<file path="config.mk">
export PLATFORM = sky130hd
export DESIGN_NAME = fpx_exception_unit
export DESIGN_NICKNAME = d
export VERILOG_FILES = /design/src/inc/fpx_pkg.sv /design/src/rtl/fpx_exception_unit.sv
export VERILOG_INCLUDE_DIRS = /design/src /design/src/inc
export SDC_FILE = /design/constraint.sdc
export NUM_CORES = 1
export LEC_CHECK = 0
export BUFFER_PORTS_ARGS = -buffer_cell sky130_fd_sc_hd__clkbuf_2
export CAP_MARGIN = 20
export CORE_MARGIN = 3
export CORE_UTILIZATION = 40
export CTS_BUF_LIST = sky130_fd_sc_hd__clkbuf_8
export DETAILED_ROUTE_END_ITERATION = 7
export PLACE_DENSITY = 0.77
export RECOVER_POWER = 50
export SLEW_MARGIN = 5
export SYNTH_ARGS = -nofsm -noshare
export SYNTH_HDL_FRONTEND = slang
export SYNTH_SLANG_ARGS = --single-unit
</file>
<file path="constraint.sdc">
create_clock -name clk_i -period 4.2 [get_ports clk_i]
set_clock_uncertainty 0.15 [all_clocks]
set_input_delay 0.63 -clock clk_i [delete_from_list [all_inputs] [get_ports clk_i]]
set_output_delay 0.63 -clock clk_i [all_outputs]
set_load 0.02 [all_outputs]
</file>
<file path="src/inc/fpx_defs.svh">
// register map, field positions, reset values and format constants
// Function
// - signaling NaN sets invalid flag, writes quiet NaN
// - quiet NaN writes quiet NaN, flags untouched
// - infinity with real operand gives signed infinity
// - inf-inf, inf/inf, zero*inf are invalid, NaN
// - denormal operands always complete, result written
// - zero divided by zero is invalid, NaN
// - integer conversion overflow is invalid, NaN
// - divide by zero raised, infinity with xored sign
// - overflow when exponent exceeds 127 or 1023
// - default overflow result follows rounding mode
// - overflow handler, else inexact handler, else default
// - overflow handler gets result scaled down by bias
// - tininess after rounding; underflow handler scaled up
// - default underflow needs tiny and inexact, flags
// - inexact enable set traps with rounding details
// - unhandled overflow sets inexact flag first
// - inexact is the only maskable exception
// - true invalid exceptions set cause register bits
// - every exception except masked inexact traps, user or default handler
`ifndef FPX_DEFS_SVH
`define FPX_DEFS_SVH
`define FPX_ADR_STATUS        8'h00
`define FPX_ADR_CONTROL       8'h04
`define FPX_ADR_CAUSE         8'h08
`define FPX_ADR_MASK          8'h0c
`define FPX_INVALID_ACCRUED_FLAG   4
`define FPX_OVERFLOW_ACCRUED_FLAG  3
`define FPX_UNDERFLOW_ACCRUED_FLAG 2
`define FPX_DIVZERO_ACCRUED_FLAG   1
`define FPX_INEXACT_ACCRUED_FLAG   0
`define FPX_INEXACT_ENABLE_BIT     0
`define FPX_USR_OVF_BIT            1
`define FPX_USR_UNF_BIT            2
`define FPX_USR_DVZ_BIT            3
`define FPX_USR_INV_BIT            4
`define FPX_RM_HI                  15
`define FPX_RM_LO                  14
`define FPX_FLAGS_RST         5'h00
`define FPX_CONTROL_RST       32'h0000_0000
`define FPX_SGL_EMAX          13'sd127
`define FPX_DBL_EMAX          13'sd1023
`define FPX_SGL_EMIN          -13'sd126
`define FPX_DBL_EMIN          -13'sd1022
`define FPX_SGL_BIAS_ADJ      13'sd192
`define FPX_DBL_BIAS_ADJ      13'sd1536
`define FPX_SGL_QNAN          64'h0000_0000_7fc0_0000
`define FPX_DBL_QNAN          64'h7ff8_0000_0000_0000
`define FPX_SGL_INF           64'h0000_0000_7f80_0000
`define FPX_DBL_INF           64'h7ff0_0000_0000_0000
`define FPX_SGL_MAXF          64'h0000_0000_7f7f_ffff
`define FPX_DBL_MAXF          64'h7fef_ffff_ffff_ffff
`define FPX_SGL_SIGN          64'h0000_0000_8000_0000
`define FPX_DBL_SIGN          64'h8000_0000_0000_0000
`endif

</file>
<file path="src/inc/fpx_pkg.sv">
// types shared by the exception unit and its users
package fpx_pkg;
	typedef enum logic [2:0] {FPX_ADD, FPX_SUB, FPX_MUL, FPX_DIV, FPX_CVT}
		fpx_op_t;
	typedef enum logic {FPX_SGL, FPX_DBL} fpx_prec_t;
	typedef enum logic [2:0] {FPX_TR_NONE, FPX_TR_INV, FPX_TR_DVZ,
		FPX_TR_OVF, FPX_TR_UNF, FPX_TR_INX} fpx_trap_t;
	typedef struct packed {
		logic sign;
		logic snan;
		logic qnan;
		logic inf;
		logic zero;
		logic denorm;
	} fpx_opnd_t;
	typedef struct packed {
		fpx_op_t          op;
		fpx_prec_t        prec;
		fpx_opnd_t        a;
		fpx_opnd_t        b;
		logic             cvt_ovf;
		logic             res_sign;
		logic signed [12:0] res_exp;
		logic [63:0]      rnd_bits;
		logic             guard;
		logic             round;
		logic             sticky;
		logic             rounded_up;
	} fpx_req_t;
	typedef struct packed {
		logic [63:0]      value;
		logic             write;
		fpx_trap_t        trap;
		logic             user;
		logic signed [12:0] handler_exp;
		logic [2:0]       grs;
		logic             rounded_up;
	} fpx_rsp_t;
endpackage : fpx_pkg

</file>
<file path="src/rtl/fpx_exception_unit.sv">
// floating-point exception detection, default results and registers
//
// The implementer's own choices: register access over Wishbone and the address map.
`timescale 1ns/100ps
`include "fpx_defs.svh"
module fpx_exception_unit import fpx_pkg::*; (
	input  wire logic        clk_i,
	input  wire logic        rst_i,
	input  wire logic        wb_cyc_i,
	input  wire logic        wb_stb_i,
	input  wire logic        wb_we_i,
	input  wire logic [7:0]  wb_adr_i,
	input  wire logic [3:0]  wb_sel_i,
	input  wire logic [31:0] wb_dat_i,
	output logic      [31:0] wb_dat_o,
	output logic             wb_ack_o,
	input  wire logic        op_valid_i,
	input  wire fpx_req_t    op_i,
	output logic             rsp_valid_o,
	output fpx_rsp_t         rsp_o,
	output logic             irq_o
);
	logic [4:0]  fp_status_register_reg, fp_status_register_next;
	logic [31:0] fp_control_register_reg, fp_control_register_next;
	logic [4:0]  fp_exception_cause_register_reg;
	logic [4:0]  fp_exception_cause_register_next;
	logic [4:0]  mask_reg, mask_next;
	logic        ack_reg, ack_next;
	logic [31:0] dat_reg, dat_next;
	logic        rsp_valid_reg, rsp_valid_next;
	fpx_rsp_t    rsp_reg, rsp_next;

	// classification and default results
	logic              dbl, eff_sub, inf_any, real_other;
	logic              inv_inf, zdz, dvz, tiny, lost, ovf;
	logic signed [12:0] emax, emin, adj;
	logic [63:0]       qnan, inf_v, maxf, sgn;
	logic [1:0]        rm;
	logic              u_inv, u_dvz, u_ovf, u_unf, inx_en;
	logic [4:0]        st_set, cause_set;

	always_comb begin
		dbl = (op_i.prec == FPX_DBL);
		emax = dbl ? `FPX_DBL_EMAX : `FPX_SGL_EMAX;
		emin = dbl ? `FPX_DBL_EMIN : `FPX_SGL_EMIN;
		adj = dbl ? `FPX_DBL_BIAS_ADJ : `FPX_SGL_BIAS_ADJ;
		qnan = dbl ? `FPX_DBL_QNAN : `FPX_SGL_QNAN;
		inf_v = dbl ? `FPX_DBL_INF : `FPX_SGL_INF;
		maxf = dbl ? `FPX_DBL_MAXF : `FPX_SGL_MAXF;
		sgn = dbl ? `FPX_DBL_SIGN : `FPX_SGL_SIGN;
		rm = fp_control_register_reg[`FPX_RM_HI:`FPX_RM_LO];
		inx_en = fp_control_register_reg[`FPX_INEXACT_ENABLE_BIT];
		u_inv = fp_control_register_reg[`FPX_USR_INV_BIT];
		u_dvz = fp_control_register_reg[`FPX_USR_DVZ_BIT];
		u_ovf = fp_control_register_reg[`FPX_USR_OVF_BIT];
		u_unf = fp_control_register_reg[`FPX_USR_UNF_BIT];
		// effective subtraction when signs, after op, disagree
		eff_sub = (op_i.op == FPX_SUB) ? (op_i.a.sign == op_i.b.sign)
			: (op_i.a.sign != op_i.b.sign);
		inv_inf = ((op_i.op == FPX_ADD || op_i.op == FPX_SUB)
			&& op_i.a.inf && op_i.b.inf && eff_sub)
			|| (op_i.op == FPX_DIV && op_i.a.inf && op_i.b.inf)
			|| (op_i.op == FPX_MUL && ((op_i.a.zero && op_i.b.inf)
			|| (op_i.a.inf && op_i.b.zero)));
		zdz = (op_i.op == FPX_DIV) && op_i.a.zero && op_i.b.zero;
		dvz = (op_i.op == FPX_DIV) && op_i.b.zero && !op_i.a.zero
			&& !op_i.a.inf;
		inf_any = op_i.a.inf || op_i.b.inf;
		real_other = !(op_i.a.inf && op_i.b.inf);
		ovf = op_i.res_exp > emax;
		// tininess judged on the already rounded exponent
		tiny = op_i.res_exp < emin;
		lost = op_i.guard || op_i.round || op_i.sticky;
	end

	always_comb begin
		rsp_next = '0;
		rsp_next.grs = {op_i.guard, op_i.round, op_i.sticky};
		rsp_next.rounded_up = op_i.rounded_up;
		rsp_next.handler_exp = op_i.res_exp;
		rsp_next.write = 1'b1;
		rsp_next.value = op_i.rnd_bits;
		rsp_next.trap = FPX_TR_NONE;
		st_set = '0;
		cause_set = '0;
		if (op_i.a.snan || op_i.b.snan) begin
			rsp_next.value = qnan;
			rsp_next.trap = FPX_TR_INV;
			rsp_next.user = u_inv;
			// a user handler finishes the result itself
			rsp_next.write = !u_inv;
			cause_set[`FPX_INVALID_ACCRUED_FLAG] = 1'b1;
			st_set[`FPX_INVALID_ACCRUED_FLAG] = !u_inv;
		end else if (op_i.a.qnan || op_i.b.qnan) begin
			rsp_next.value = qnan;
		end else if (inv_inf || zdz
			|| (op_i.op == FPX_CVT && op_i.cvt_ovf)) begin
			rsp_next.value = qnan;
			rsp_next.trap = FPX_TR_INV;
			rsp_next.user = u_inv;
			rsp_next.write = !u_inv;
			cause_set[`FPX_INVALID_ACCRUED_FLAG] = 1'b1;
			st_set[`FPX_INVALID_ACCRUED_FLAG] = !u_inv;
		end else if (dvz) begin
			rsp_next.value = inf_v
				| ((op_i.a.sign ^ op_i.b.sign) ? sgn : '0);
			rsp_next.trap = FPX_TR_DVZ;
			rsp_next.user = u_dvz;
			rsp_next.write = !u_dvz;
			cause_set[`FPX_DIVZERO_ACCRUED_FLAG] = 1'b1;
			st_set[`FPX_DIVZERO_ACCRUED_FLAG] = !u_dvz;
		end else if (inf_any && real_other) begin
			if (op_i.op == FPX_MUL || op_i.op == FPX_DIV)
				rsp_next.value = inf_v
					| ((op_i.a.sign ^ op_i.b.sign) ? sgn : '0);
			else if (op_i.a.inf)
				rsp_next.value = inf_v | (op_i.a.sign ? sgn : '0);
			else
				rsp_next.value = inf_v | ((op_i.b.sign
					^ (op_i.op == FPX_SUB)) ? sgn : '0);
		end else if (ovf) begin
			cause_set[`FPX_OVERFLOW_ACCRUED_FLAG] = 1'b1;
			if (u_ovf) begin
				rsp_next.trap = FPX_TR_OVF;
				rsp_next.user = 1'b1;
				rsp_next.write = 1'b0;
				rsp_next.handler_exp = op_i.res_exp - adj;
			end else begin
				st_set[`FPX_INEXACT_ACCRUED_FLAG] = 1'b1;
				cause_set[`FPX_INEXACT_ACCRUED_FLAG] = 1'b1;
				rsp_next.trap = FPX_TR_INX;
				rsp_next.user = inx_en;
				rsp_next.write = !inx_en;
				if (!inx_en) begin
					st_set[`FPX_OVERFLOW_ACCRUED_FLAG] = 1'b1;
					case (rm)
					2'b00: rsp_next.value = inf_v
						| (op_i.res_sign ? sgn : '0);
					2'b01: rsp_next.value = maxf
						| (op_i.res_sign ? sgn : '0);
					2'b10: rsp_next.value = op_i.res_sign
						? (inf_v | sgn) : maxf;
					2'b11: rsp_next.value = op_i.res_sign
						? (maxf | sgn) : inf_v;
					default: rsp_next.value = inf_v;
					endcase
				end
			end
		end else if (tiny && u_unf) begin
			rsp_next.trap = FPX_TR_UNF;
			rsp_next.user = 1'b1;
			rsp_next.write = 1'b0;
			rsp_next.handler_exp = op_i.res_exp + adj;
			cause_set[`FPX_UNDERFLOW_ACCRUED_FLAG] = 1'b1;
		end else if (tiny && lost) begin
			rsp_next.trap = FPX_TR_UNF;
			cause_set[`FPX_UNDERFLOW_ACCRUED_FLAG] = 1'b1;
			st_set[`FPX_UNDERFLOW_ACCRUED_FLAG] = 1'b1;
		end else if (lost) begin
			// the enable is the only trap mask, and only for inexact; mask_reg masks only irq_o
			if (inx_en) begin
				rsp_next.trap = FPX_TR_INX;
				rsp_next.user = 1'b1;
				rsp_next.write = 1'b0;
				cause_set[`FPX_INEXACT_ACCRUED_FLAG] = 1'b1;
			end else begin
				st_set[`FPX_INEXACT_ACCRUED_FLAG] = 1'b1;
			end
		end
		if (!op_valid_i) begin
			st_set = '0;
			cause_set = '0;
		end
		rsp_valid_next = op_valid_i;
		if (!op_valid_i)
			rsp_next = rsp_reg;
	end

	always_ff @(posedge clk_i) begin
		if (rst_i) begin
			rsp_valid_reg <= 1'b0;
			rsp_reg <= '0;
		end else begin
			rsp_valid_reg <= rsp_valid_next;
			rsp_reg <= rsp_next;
		end
	end

	assign rsp_valid_o = rsp_valid_reg;
	assign rsp_o = rsp_reg;

	// wishbone slave: one wait state, ack for exactly one cycle
	logic        acc, wr, rd_cause;
	logic [31:0] bmask, rdata;

	always_comb begin
		acc = wb_cyc_i && wb_stb_i && !ack_reg;
		wr = ack_reg && wb_we_i;
		rd_cause = ack_reg && !wb_we_i && (wb_adr_i == `FPX_ADR_CAUSE);
		bmask = {{8{wb_sel_i[3]}}, {8{wb_sel_i[2]}},
			{8{wb_sel_i[1]}}, {8{wb_sel_i[0]}}};
		case (wb_adr_i)
		`FPX_ADR_STATUS:  rdata = {27'h0, fp_status_register_reg};
		`FPX_ADR_CONTROL: rdata = fp_control_register_reg;
		`FPX_ADR_CAUSE:   rdata = {27'h0, fp_exception_cause_register_reg};
		`FPX_ADR_MASK:    rdata = {27'h0, mask_reg};
		default:          rdata = 32'h0;
		endcase
		ack_next = acc;
		dat_next = acc ? rdata : dat_reg;
		fp_status_register_next = fp_status_register_reg;
		fp_control_register_next = fp_control_register_reg;
		mask_next = mask_reg;
		if (wr && wb_adr_i == `FPX_ADR_STATUS)
			fp_status_register_next = (fp_status_register_reg
				& ~bmask[4:0]) | (wb_dat_i[4:0] & bmask[4:0]);
		if (wr && wb_adr_i == `FPX_ADR_CONTROL)
			fp_control_register_next = (fp_control_register_reg
				& ~bmask) | (wb_dat_i & bmask);
		if (wr && wb_adr_i == `FPX_ADR_MASK)
			mask_next = (mask_reg & ~bmask[4:0])
				| (wb_dat_i[4:0] & bmask[4:0]);
		// hardware set wins over a software write
		fp_status_register_next = fp_status_register_next | st_set;
		// read clears only the bits software actually saw
		fp_exception_cause_register_next = (fp_exception_cause_register_reg
			& ~(rd_cause ? dat_reg[4:0] : 5'h00)) | cause_set;
	end

	always_ff @(posedge clk_i) begin
		if (rst_i) begin
			ack_reg <= 1'b0;
			dat_reg <= 32'h0;
			fp_status_register_reg <= `FPX_FLAGS_RST;
			fp_control_register_reg <= `FPX_CONTROL_RST;
			fp_exception_cause_register_reg <= `FPX_FLAGS_RST;
			mask_reg <= `FPX_FLAGS_RST;
		end else begin
			ack_reg <= ack_next;
			dat_reg <= dat_next;
			fp_status_register_reg <= fp_status_register_next;
			fp_control_register_reg <= fp_control_register_next;
			fp_exception_cause_register_reg <=
				fp_exception_cause_register_next;
			mask_reg <= mask_next;
		end
	end

	assign wb_ack_o = ack_reg;
	assign wb_dat_o = dat_reg;
	assign irq_o = |(fp_exception_cause_register_reg & mask_reg);
endmodule : fpx_exception_unit

</file>
==> impl_metrics.ini, run 1 <==
[timing]
fmax_mhz = 316
rsz0062_at_grt = false
setup-tns-final_ps = 0
fin_hold_ws_ps = 253
period_minus_slack_ps = 3160
finalWorstSetupSlack_ps = 1040
relSlewSlack_pct = -16.1
post-route-period-util_pct = 75.3
worst_pin_slew_ps = 1740
final_max_slew_viol_count = 86
setup_violations = 0
finalHoldViolCount = 0

[layout]
layout_commonest_cell = dfxtp_1
instances_no_fill = 1370
final_util_pct = 51.1
finalInstanceArea_mm2 = 0.00938
syn_to_final_growth_pct = 22.7
layout_common_cells = dfxtp_1 (167), clkbuf_2 (147), nor2_1 (123)
layout-drive-gt1-share_pct = 18.8
nets = 1296

[drt]
drtAntennaViolNets = 0
post-route-drc-count = 0
firstDrtPassIters = 5
drt_iter0_markers = 505
via_count = 7577
vias_per_cell = 5.53
wl_per_cell_um = 17.1
wl_mm = 23.5

[clock_tree]
clk_pin_slew_ps = 90
clock_path_buffers = 2
cts_resized = 0
hold_buffers = 0
cts_tree = built
cts_sinks = 167
cts_htree_levels = 4
cts_made_buffers = 17
clockRootBuffer = clkbuf_8
clk_latency_ps = 450
post_cts_buffers = 0

[setup_path]
start_kind = input pin
timing.rr.end = rsp_o[37]$_SDFFE_PP0P_
critical_path_required_ps = 4410
crit_start = op_i[95]
cp.arrival_ps = 3380
worstSetupPathType = input pin to flip-flop
cp_max_fo = 22
worst-r2r-setup-slack_ps = 1790
ff2ff_path_depth = 5
crit_path_end = rsp_o[37]$_SDFFE_PP0P_
end_kind = flip-flop

[logic_synthesis]
synth-main-ff-cell = dfxtp_1
synth_fp_nets = 1059
ys_types = 73
syn_area_per_cell_um2 = 8.58
syn_area_mm2 = 0.00764
ys_warn_count = 0
async_flop_share_pct = 0
ys_seq_area_share_pct = 43.8
netlist_instances = 890
synth-seq-cells = 167
synth_edf_count = 0

[die]
fp.dieH_um = 144
ios = 270
die-area_mm2 = 0.0208
rows = 49
coreArea_mm2 = 0.0183
initial_core_util_pct = 41.7
die_w_um = 144

[outcome]
violations = capacitance limit, slew limit
status = complete, but fails checks

[placement]
portBuffers = 267
dp_hpwl_mm = 17.3
pre_cts_ws_ps = 591
dp.cells = 1337
post_dp_cell_area_mm2 = 0.00914
place.gp.congestion = 0.930

[pwr]
total_power_mw = 3.16
p_leak_nw = 3.70
peakVddDrop_mv = 0.232
powerDensity_mw_per_mm2 = 337

[job]
maxCapViolCount = 1

[hold_path]
min_path_type = input pin to flip-flop

[grt]
gr-total-overflow = 0
grt_pass1_vias = 6969
grt_pass1_wl_mm = 36.0
antenna_found_initial = 1
track_usage_pct = 21.7
grt_start_max_net_pins = 86
routing by layer:
layer / vias to the layer above / track usage (%) / part of all wire, %
met3: 28 / 8.53 / 11
li1: 3695 / - / -
met5: - / 0 / 0.055
met1: 3545 / 27.1 / 41
met4: 2 / 6.09 / 1.6
met2: 307 / 35.0 / 46
synthesized netlist by cell type (5+ instances only):
cell	count	share of area, %
nand3b_1	5	0.49
nand2_1	97	4.8
clkbuf_1	49	2.4
mux4_2	5	1.5
a21oi_1	66	4.3
o21ai_0	20	1.3
a311oi_1	15	1.7
nand2b_1	9	0.74
ha_1	18	2.9
nand4_1	5	0.41
a22oi_1	36	3.5
a32oi_1	20	2.3
buf_2	8	0.52
o31ai_1	5	0.49
nor2_1	124	6.1
buf_1	6	0.29
nor4_1	6	0.49
a22o_1	8	0.92
and3_1	5	0.41
mux2i_1	34	4.5
inv_1	13	0.64
nor2b_1	10	0.82
o21ai_1	19	1.2
dfxtp_1	167	44
nor3_1	11	0.72
nand3_1	54	3.5
cells by family (layout without fill, tap and decap cells):
group,after synthesis,after routing,synth area share [%]
compound gates,229,229,20.5
buf+inv,78,328,4.11
simple gates,347,347,20.9
flops,167,167,43.8
xor+xnor,6,6,0.688
fa+ha+maj,20,20,3.47
other cells,0,1,0
mux,43,43,6.57
cell type report:
class,instances,area [um2]
fill,1840,8960
multi-input combinational,645,4010
sequential,167,3340
timing repair buffer,283,1300
clock buffer,21,289
tap,229,287
clock inverter,11,97.6
inverter,13,48.8
antenna,1,2.50
how the worst min path moves through the flow:
stage,start,slack [ps],depth (start not counted),endpoint
after floorplan,flip-flop,290,2,flip-flop
after global placement,rsp_o[25]$_SDFFE_PP0P_,280,2,rsp_o[25]$_SDFFE_PP0P_
final,wb_dat_i[20],250,3,flip-flop
after CTS,wb_dat_i[27],220,3,flip-flop
after global routing,wb_dat_i[27],220,3,flip-flop
after detailed placement,rsp_o[34]$_SDFFE_PP0P_,290,2,rsp_o[34]$_SDFFE_PP0P_
power breakdown:
| group | internal (mW) | switching, mW |
|---|---|---|
| Sequential | 1.61 | 0.0159 |
| Combinational | 0.147 | 0.260 |
| Clock | 0.532 | 0.595 |
| Total | 2.29 | 0.870 |
worst max-delay path, cell delays in order:
cell and delay (ps):
clkbuf_2 90, inv_1 150, ha_1 500, nand4bb_1 130, or3_4 400, and3_1 350, nand2_1 120, nand3_1 620
o21ai_0 370
Note: power is estimated with default switching activity, not from simulation.
==> inputs of run 2 (changes only) <==
Settings changed: PLACE_DENSITY 0.77 to 0.8.
Clock period 4.2 ns to 2.7 ns, I/O delays scaled along.
==> impl_metrics.ini, run 2 (synthesized netlist as in run 1, its figures left out) <==
[layout]
finalInstanceArea_mm2 = 0.00974
nFillCells = 1757
nets = 1332
layout_common_cells = dfxtp_1 (167), clkbuf_2 (146), nor2_1 (123), clkbuf_1 (123), nand2_1 (96)
instances_no_fill = 1404
layout_commonest_cell = dfxtp_1
syn_to_final_growth_pct = 27.5
insertedDiodeCount = 0
regArea_mm2 = 0.00334
multi_input_area_mm2 = 0.00403
layout-drive-gt1-share_pct = 20.9

[clock_tree]
cts_htree_levels = 4
clk_latency_ps = 460
cts_resized = 0
clock_path_buffers = 2
clockRootBuffer = clkbuf_8
cts_sinks = 167
cts_made_buffers = 17
cts_tree = built
clk_pin_slew_ps = 90

[setup_path]
crit_top_cell = buf_4
worstSetupPathType = input pin to flip-flop
path_delay_family = buffers and inverters
critPathBufInv = 6
cp_max_fo = 10
slowest_stage = and3_1
end_kind = flip-flop
slowest_delay_ps = 330
start_kind = input pin
critical_path_required_ps = 2910
cp.arrival_ps = 2590
worstPathCellList = clkbuf_2, clkinvlp_4, buf_12, ha_4, buf_4, nand2b_1, o22ai_2, and3_1, buf_4, o21ai_1, buf_4, a311oi_1

[pwr]
p_leak_nw = 3.88
peakVddDrop_mv = 0.393
powerDensity_mw_per_mm2 = 511

[die]
ios = 270
die-area_mm2 = 0.0208
coreArea_mm2 = 0.0183
initial_core_util_pct = 41.7
die_w_um = 144
fp.dieH_um = 144
rows = 49

[drt]
via_count = 7752
post-route-drc-count = 0
firstDrtPassIters = 5
drt_iter0_markers = 550
wl_per_cell_um = 17.3
vias_per_cell = 5.52
drtAntennaViolNets = 0
wl_mm = 24.3

[grt]
antenna_found_initial = 2
gr-total-overflow = 0
grt_start_max_net_pins = 95
grt_pass1_vias = 7291
track_usage_pct = 22.5
grt_pass1_wl_mm = 37.2

[timing]
fmax_mhz = 419
fin_hold_ws_ps = 19.4
rsz0062_at_grt = false
period_minus_slack_ps = 2380
finalHoldViolCount = 0
final_max_slew_viol_count = 0
relSlewSlack_pct = 15.8
post-route-period-util_pct = 88.3
worst_pin_slew_ps = 1260
setup-tns-final_ps = 0
setup_violations = 0

[placement]
post_dp_cell_area_mm2 = 0.00946
portBuffers = 267
dp_hpwl_mm = 18.2
place.gp.congestion = 0.907
dp.cells = 1367

[outcome]
status = complete, no violations

[hold_path]
min_path_type = input pin to flip-flop

[job]
maxCapViolCount = 0
-- run 2: cell types whose count changed in the layout (fill, tap and decap cells not counted), moves of 2 or more --
cell / change
ha_1: -2
inv_8: +2
clkbuf_1: +2
inv_1: -2
buf_4: +24
buf_12: +5
clkbuf_8: -2
dlygate4sd3_1: +6
ha_4: +2
clkinv_4: +3
-- run 2: worst min-delay path: stages --
cell,delay (ps)
clkbuf_2,80
nand3_1,50
a21oi_1,50
-- run 2: stage by stage --
| step | power (mW) | util [%] | setup slack [ps] |
|---|---|---|---|
| global route | 5.20 | 53.1 | 181 |
| global placement | 3.26 | 51.6 | -89.1 |
| finish | 4.98 | 53.1 | 315 |
| detailed placement | 3.28 | 51.6 | -146 |
| CTS | 5.04 | 54.0 | 329 |
| floorplan | 2.97 | - | -45.9 |
-- run 2: layout make-up --
type / instances / share of cell area (%)
clock buffer: 19 / 2.69
clock inverter: 12 / 1.25
inverter: 13 / 0.540
multi-input combinational: 645 / 41.4
sequential: 167 / 34.3
tap: 229 / 2.94
timing repair buffer: 319 / 16.9
-- run 2: path summary, 6_finish.rpt --
check | endpoint | cells past startpoint | slack, ps | from
worst min register to register | rsp_o[24]$_SDFFE_PP0P_ | 2 | 300 | rsp_o[24]$_SDFFE_PP0P_
worst max register to register | flip-flop | 6 | 640 | wb_ack_o$_SDFF_PP0_
worst max-delay path | rsp_o[84]$_SDFFE_PP0P_ | 12 | 320 | op_i[95]
worst min-delay path | flip-flop | 3 | 20 | wb_dat_i[10]
-- run 2: layer usage --
| layer | vias to the layer above | track usage [%] | share of wire (%) |
|---|---|---|---|
| met2 | 337 | 36.8 | 46 |
| met5 | - | 0 | 0.11 |
| met1 | 3616 | 27.9 | 41 |
| li1 | 3757 | - | - |
| met3 | 38 | 8.10 | 11 |
| met4 | 4 | 6.87 | 1.9 |
-- run 2: report_power, final --
part / switching, mW / internal [mW] / leakage, nW
registers: 0.0265 / 2.51 / 1.35
clock network: 0.966 / 0.790 / 0.197
logic: 0.415 / 0.272 / 2.33
-- run 2: timing repair --
item,4_1_cts,5_1_grt
hold buffers,6,0
hold endpoints to repair,6,0
buffers inserted,0,0
endpoints found under the setup margin,0,0
==> inputs of run 3 (changes only) <==
Settings changed: CORE_ASPECT_RATIO set to 1.25, CTS_CLUSTER_SIZE set to 24.
==> impl_metrics.ini, run 3 (synthesized netlist as in run 1, its figures left out) <==
[outcome]
status = complete, no violations

[grt]
grt_pass1_vias = 7567
grt_pass1_wl_mm = 37.7
gr-total-overflow = 0
antenna_found_initial = 3
track_usage_pct = 22.2
grt_start_max_net_pins = 91

[pwr]
powerDensity_mw_per_mm2 = 524
p_leak_nw = 3.86
peakVddDrop_mv = 0.285

[die]
fp.dieH_um = 161
rows = 55
die-area_mm2 = 0.0208
ios = 270
die_w_um = 130
coreArea_mm2 = 0.0184
initial_core_util_pct = 41.4

[timing]
worst_pin_slew_ps = 996
post-route-period-util_pct = 87.9
period_minus_slack_ps = 2370
setup_violations = 0
relSlewSlack_pct = 33.6
final_max_slew_viol_count = 0
finalHoldViolCount = 0
fmax_mhz = 421
setup-tns-final_ps = 0
fin_hold_ws_ps = 37.6
rsz0062_at_grt = false

[setup_path]
ff2ff_path_depth = 6
critical_path_required_ps = 2890
end_kind = flip-flop
cp_max_fo = 5
cp.arrival_ps = 2570
worstSetupPathType = input pin to flip-flop
start_kind = input pin

[drt]
drtAntennaViolNets = 0
drt_iter0_markers = 556
via_count = 7666
vias_per_cell = 5.48
firstDrtPassIters = 5
post-route-drc-count = 0
wl_per_cell_um = 16.7
wl_mm = 23.4

[clock_tree]
clk_latency_ps = 440
cts_sinks = 167
cts_htree_levels = 4
clock_path_buffers = 2
cts_tree = built
clockRootBuffer = clkbuf_8
cts_made_buffers = 17
clk_pin_slew_ps = 90

[layout]
nets = 1327
finalInstanceArea_mm2 = 0.00972
syn_to_final_growth_pct = 27.2
layout-drive-gt1-share_pct = 20.9
layout_common_cells = dfxtp_1 (167), clkbuf_2 (147), nor2_1 (123)
layout_commonest_cell = dfxtp_1

[placement]
portBuffers = 267
dp_hpwl_mm = 17.4
place.gp.congestion = 0.883
post_dp_cell_area_mm2 = 0.00944

[hold_path]
whs_path_depth = 3
min_path_type = input pin to flip-flop

[job]
maxCapViolCount = 0
-- run 3: cell types whose count changed in the layout (fill, tap and decap cells not counted), moves of 3 or more --
cell | before | now
inv_6 | 1 | 4
dlygate4sd3_1 | 6 | 3
clkinv_4 | 5 | 1
clkinvlp_4 | 2 | 5
-- run 3: final cells by class --
type                       instances  area [um2]
multi-input combinational        645        4030
antenna                            1        2.50
timing repair buffer             314        1600
clock buffer                      17         234
fill                            1820        8720
inverter                          13        52.6
clock inverter                    15         178
sequential                       167        3340
tap                              228         285
-- run 3: per-layer routing --
layer	track usage, %	vias to the layer above	part of all wire [%]
li1	-	3762	-
met3	7.35	34	8.2
met4	6.95	4	2.2
met5	0	-	0.098
met2	37.4	263	48
met1	26.5	3603	41
-- run 3: critical path, stage by stage --
cell,delay [ps]
clkbuf_2,110
clkinvlp_4,140
buf_4,140
ha_1,170
inv_1,60
fa_1,390
o21a_1,210
o21ai_0,180
nor3b_1,300
a32o_1,220
a311o_1,180
nand3_1,70
-- run 3: what timing repair did --
item	in CTS	in global routing
gates resized for setup	0	0
hold endpoints to repair	3	0
buffers inserted	0	0
hold buffers	3	0
-- run 3: worst paths after layout --
| path | start | end | slack (ps) |
|---|---|---|---|
| setup / recovery | op_i[95] | rsp_o[16]$_SDFFE_PP0P_ | 330 |
| hold / removal | wb_dat_i[23] | flip-flop | 40 |
| setup reg to reg | flip-flop | rsp_o[67]$_SDFFE_PP0P_ | 610 |
| hold reg to reg | rsp_o[30]$_SDFFE_PP0P_ | rsp_o[30]$_SDFFE_PP0P_ | 300 |
-- run 3: per-stage QoR --
| step | utilization (%) | power [mW] | cells | setup WS, ps |
|---|---|---|---|---|
| after floorplan | - | 2.97 | 890 | -45.9 |
| after global placement | 51.1 | 3.25 | 1363 | -58.1 |
| after detailed placement | 51.2 | 3.27 | 1364 | -125 |
| after global routing | 52.7 | 5.33 | 1400 | 225 |
| final | 52.7 | 5.09 | 1400 | 326 |
| after CTS | 53.6 | 5.16 | 1399 | 363 |
-- run 3: power by group --
| part | switching, mW | internal, mW |
|---|---|---|
| registers | 0.0253 | 2.51 |
| logic | 0.404 | 0.267 |
| clock network | 0.967 | 0.921 |
| total | 1.40 | 3.70 |
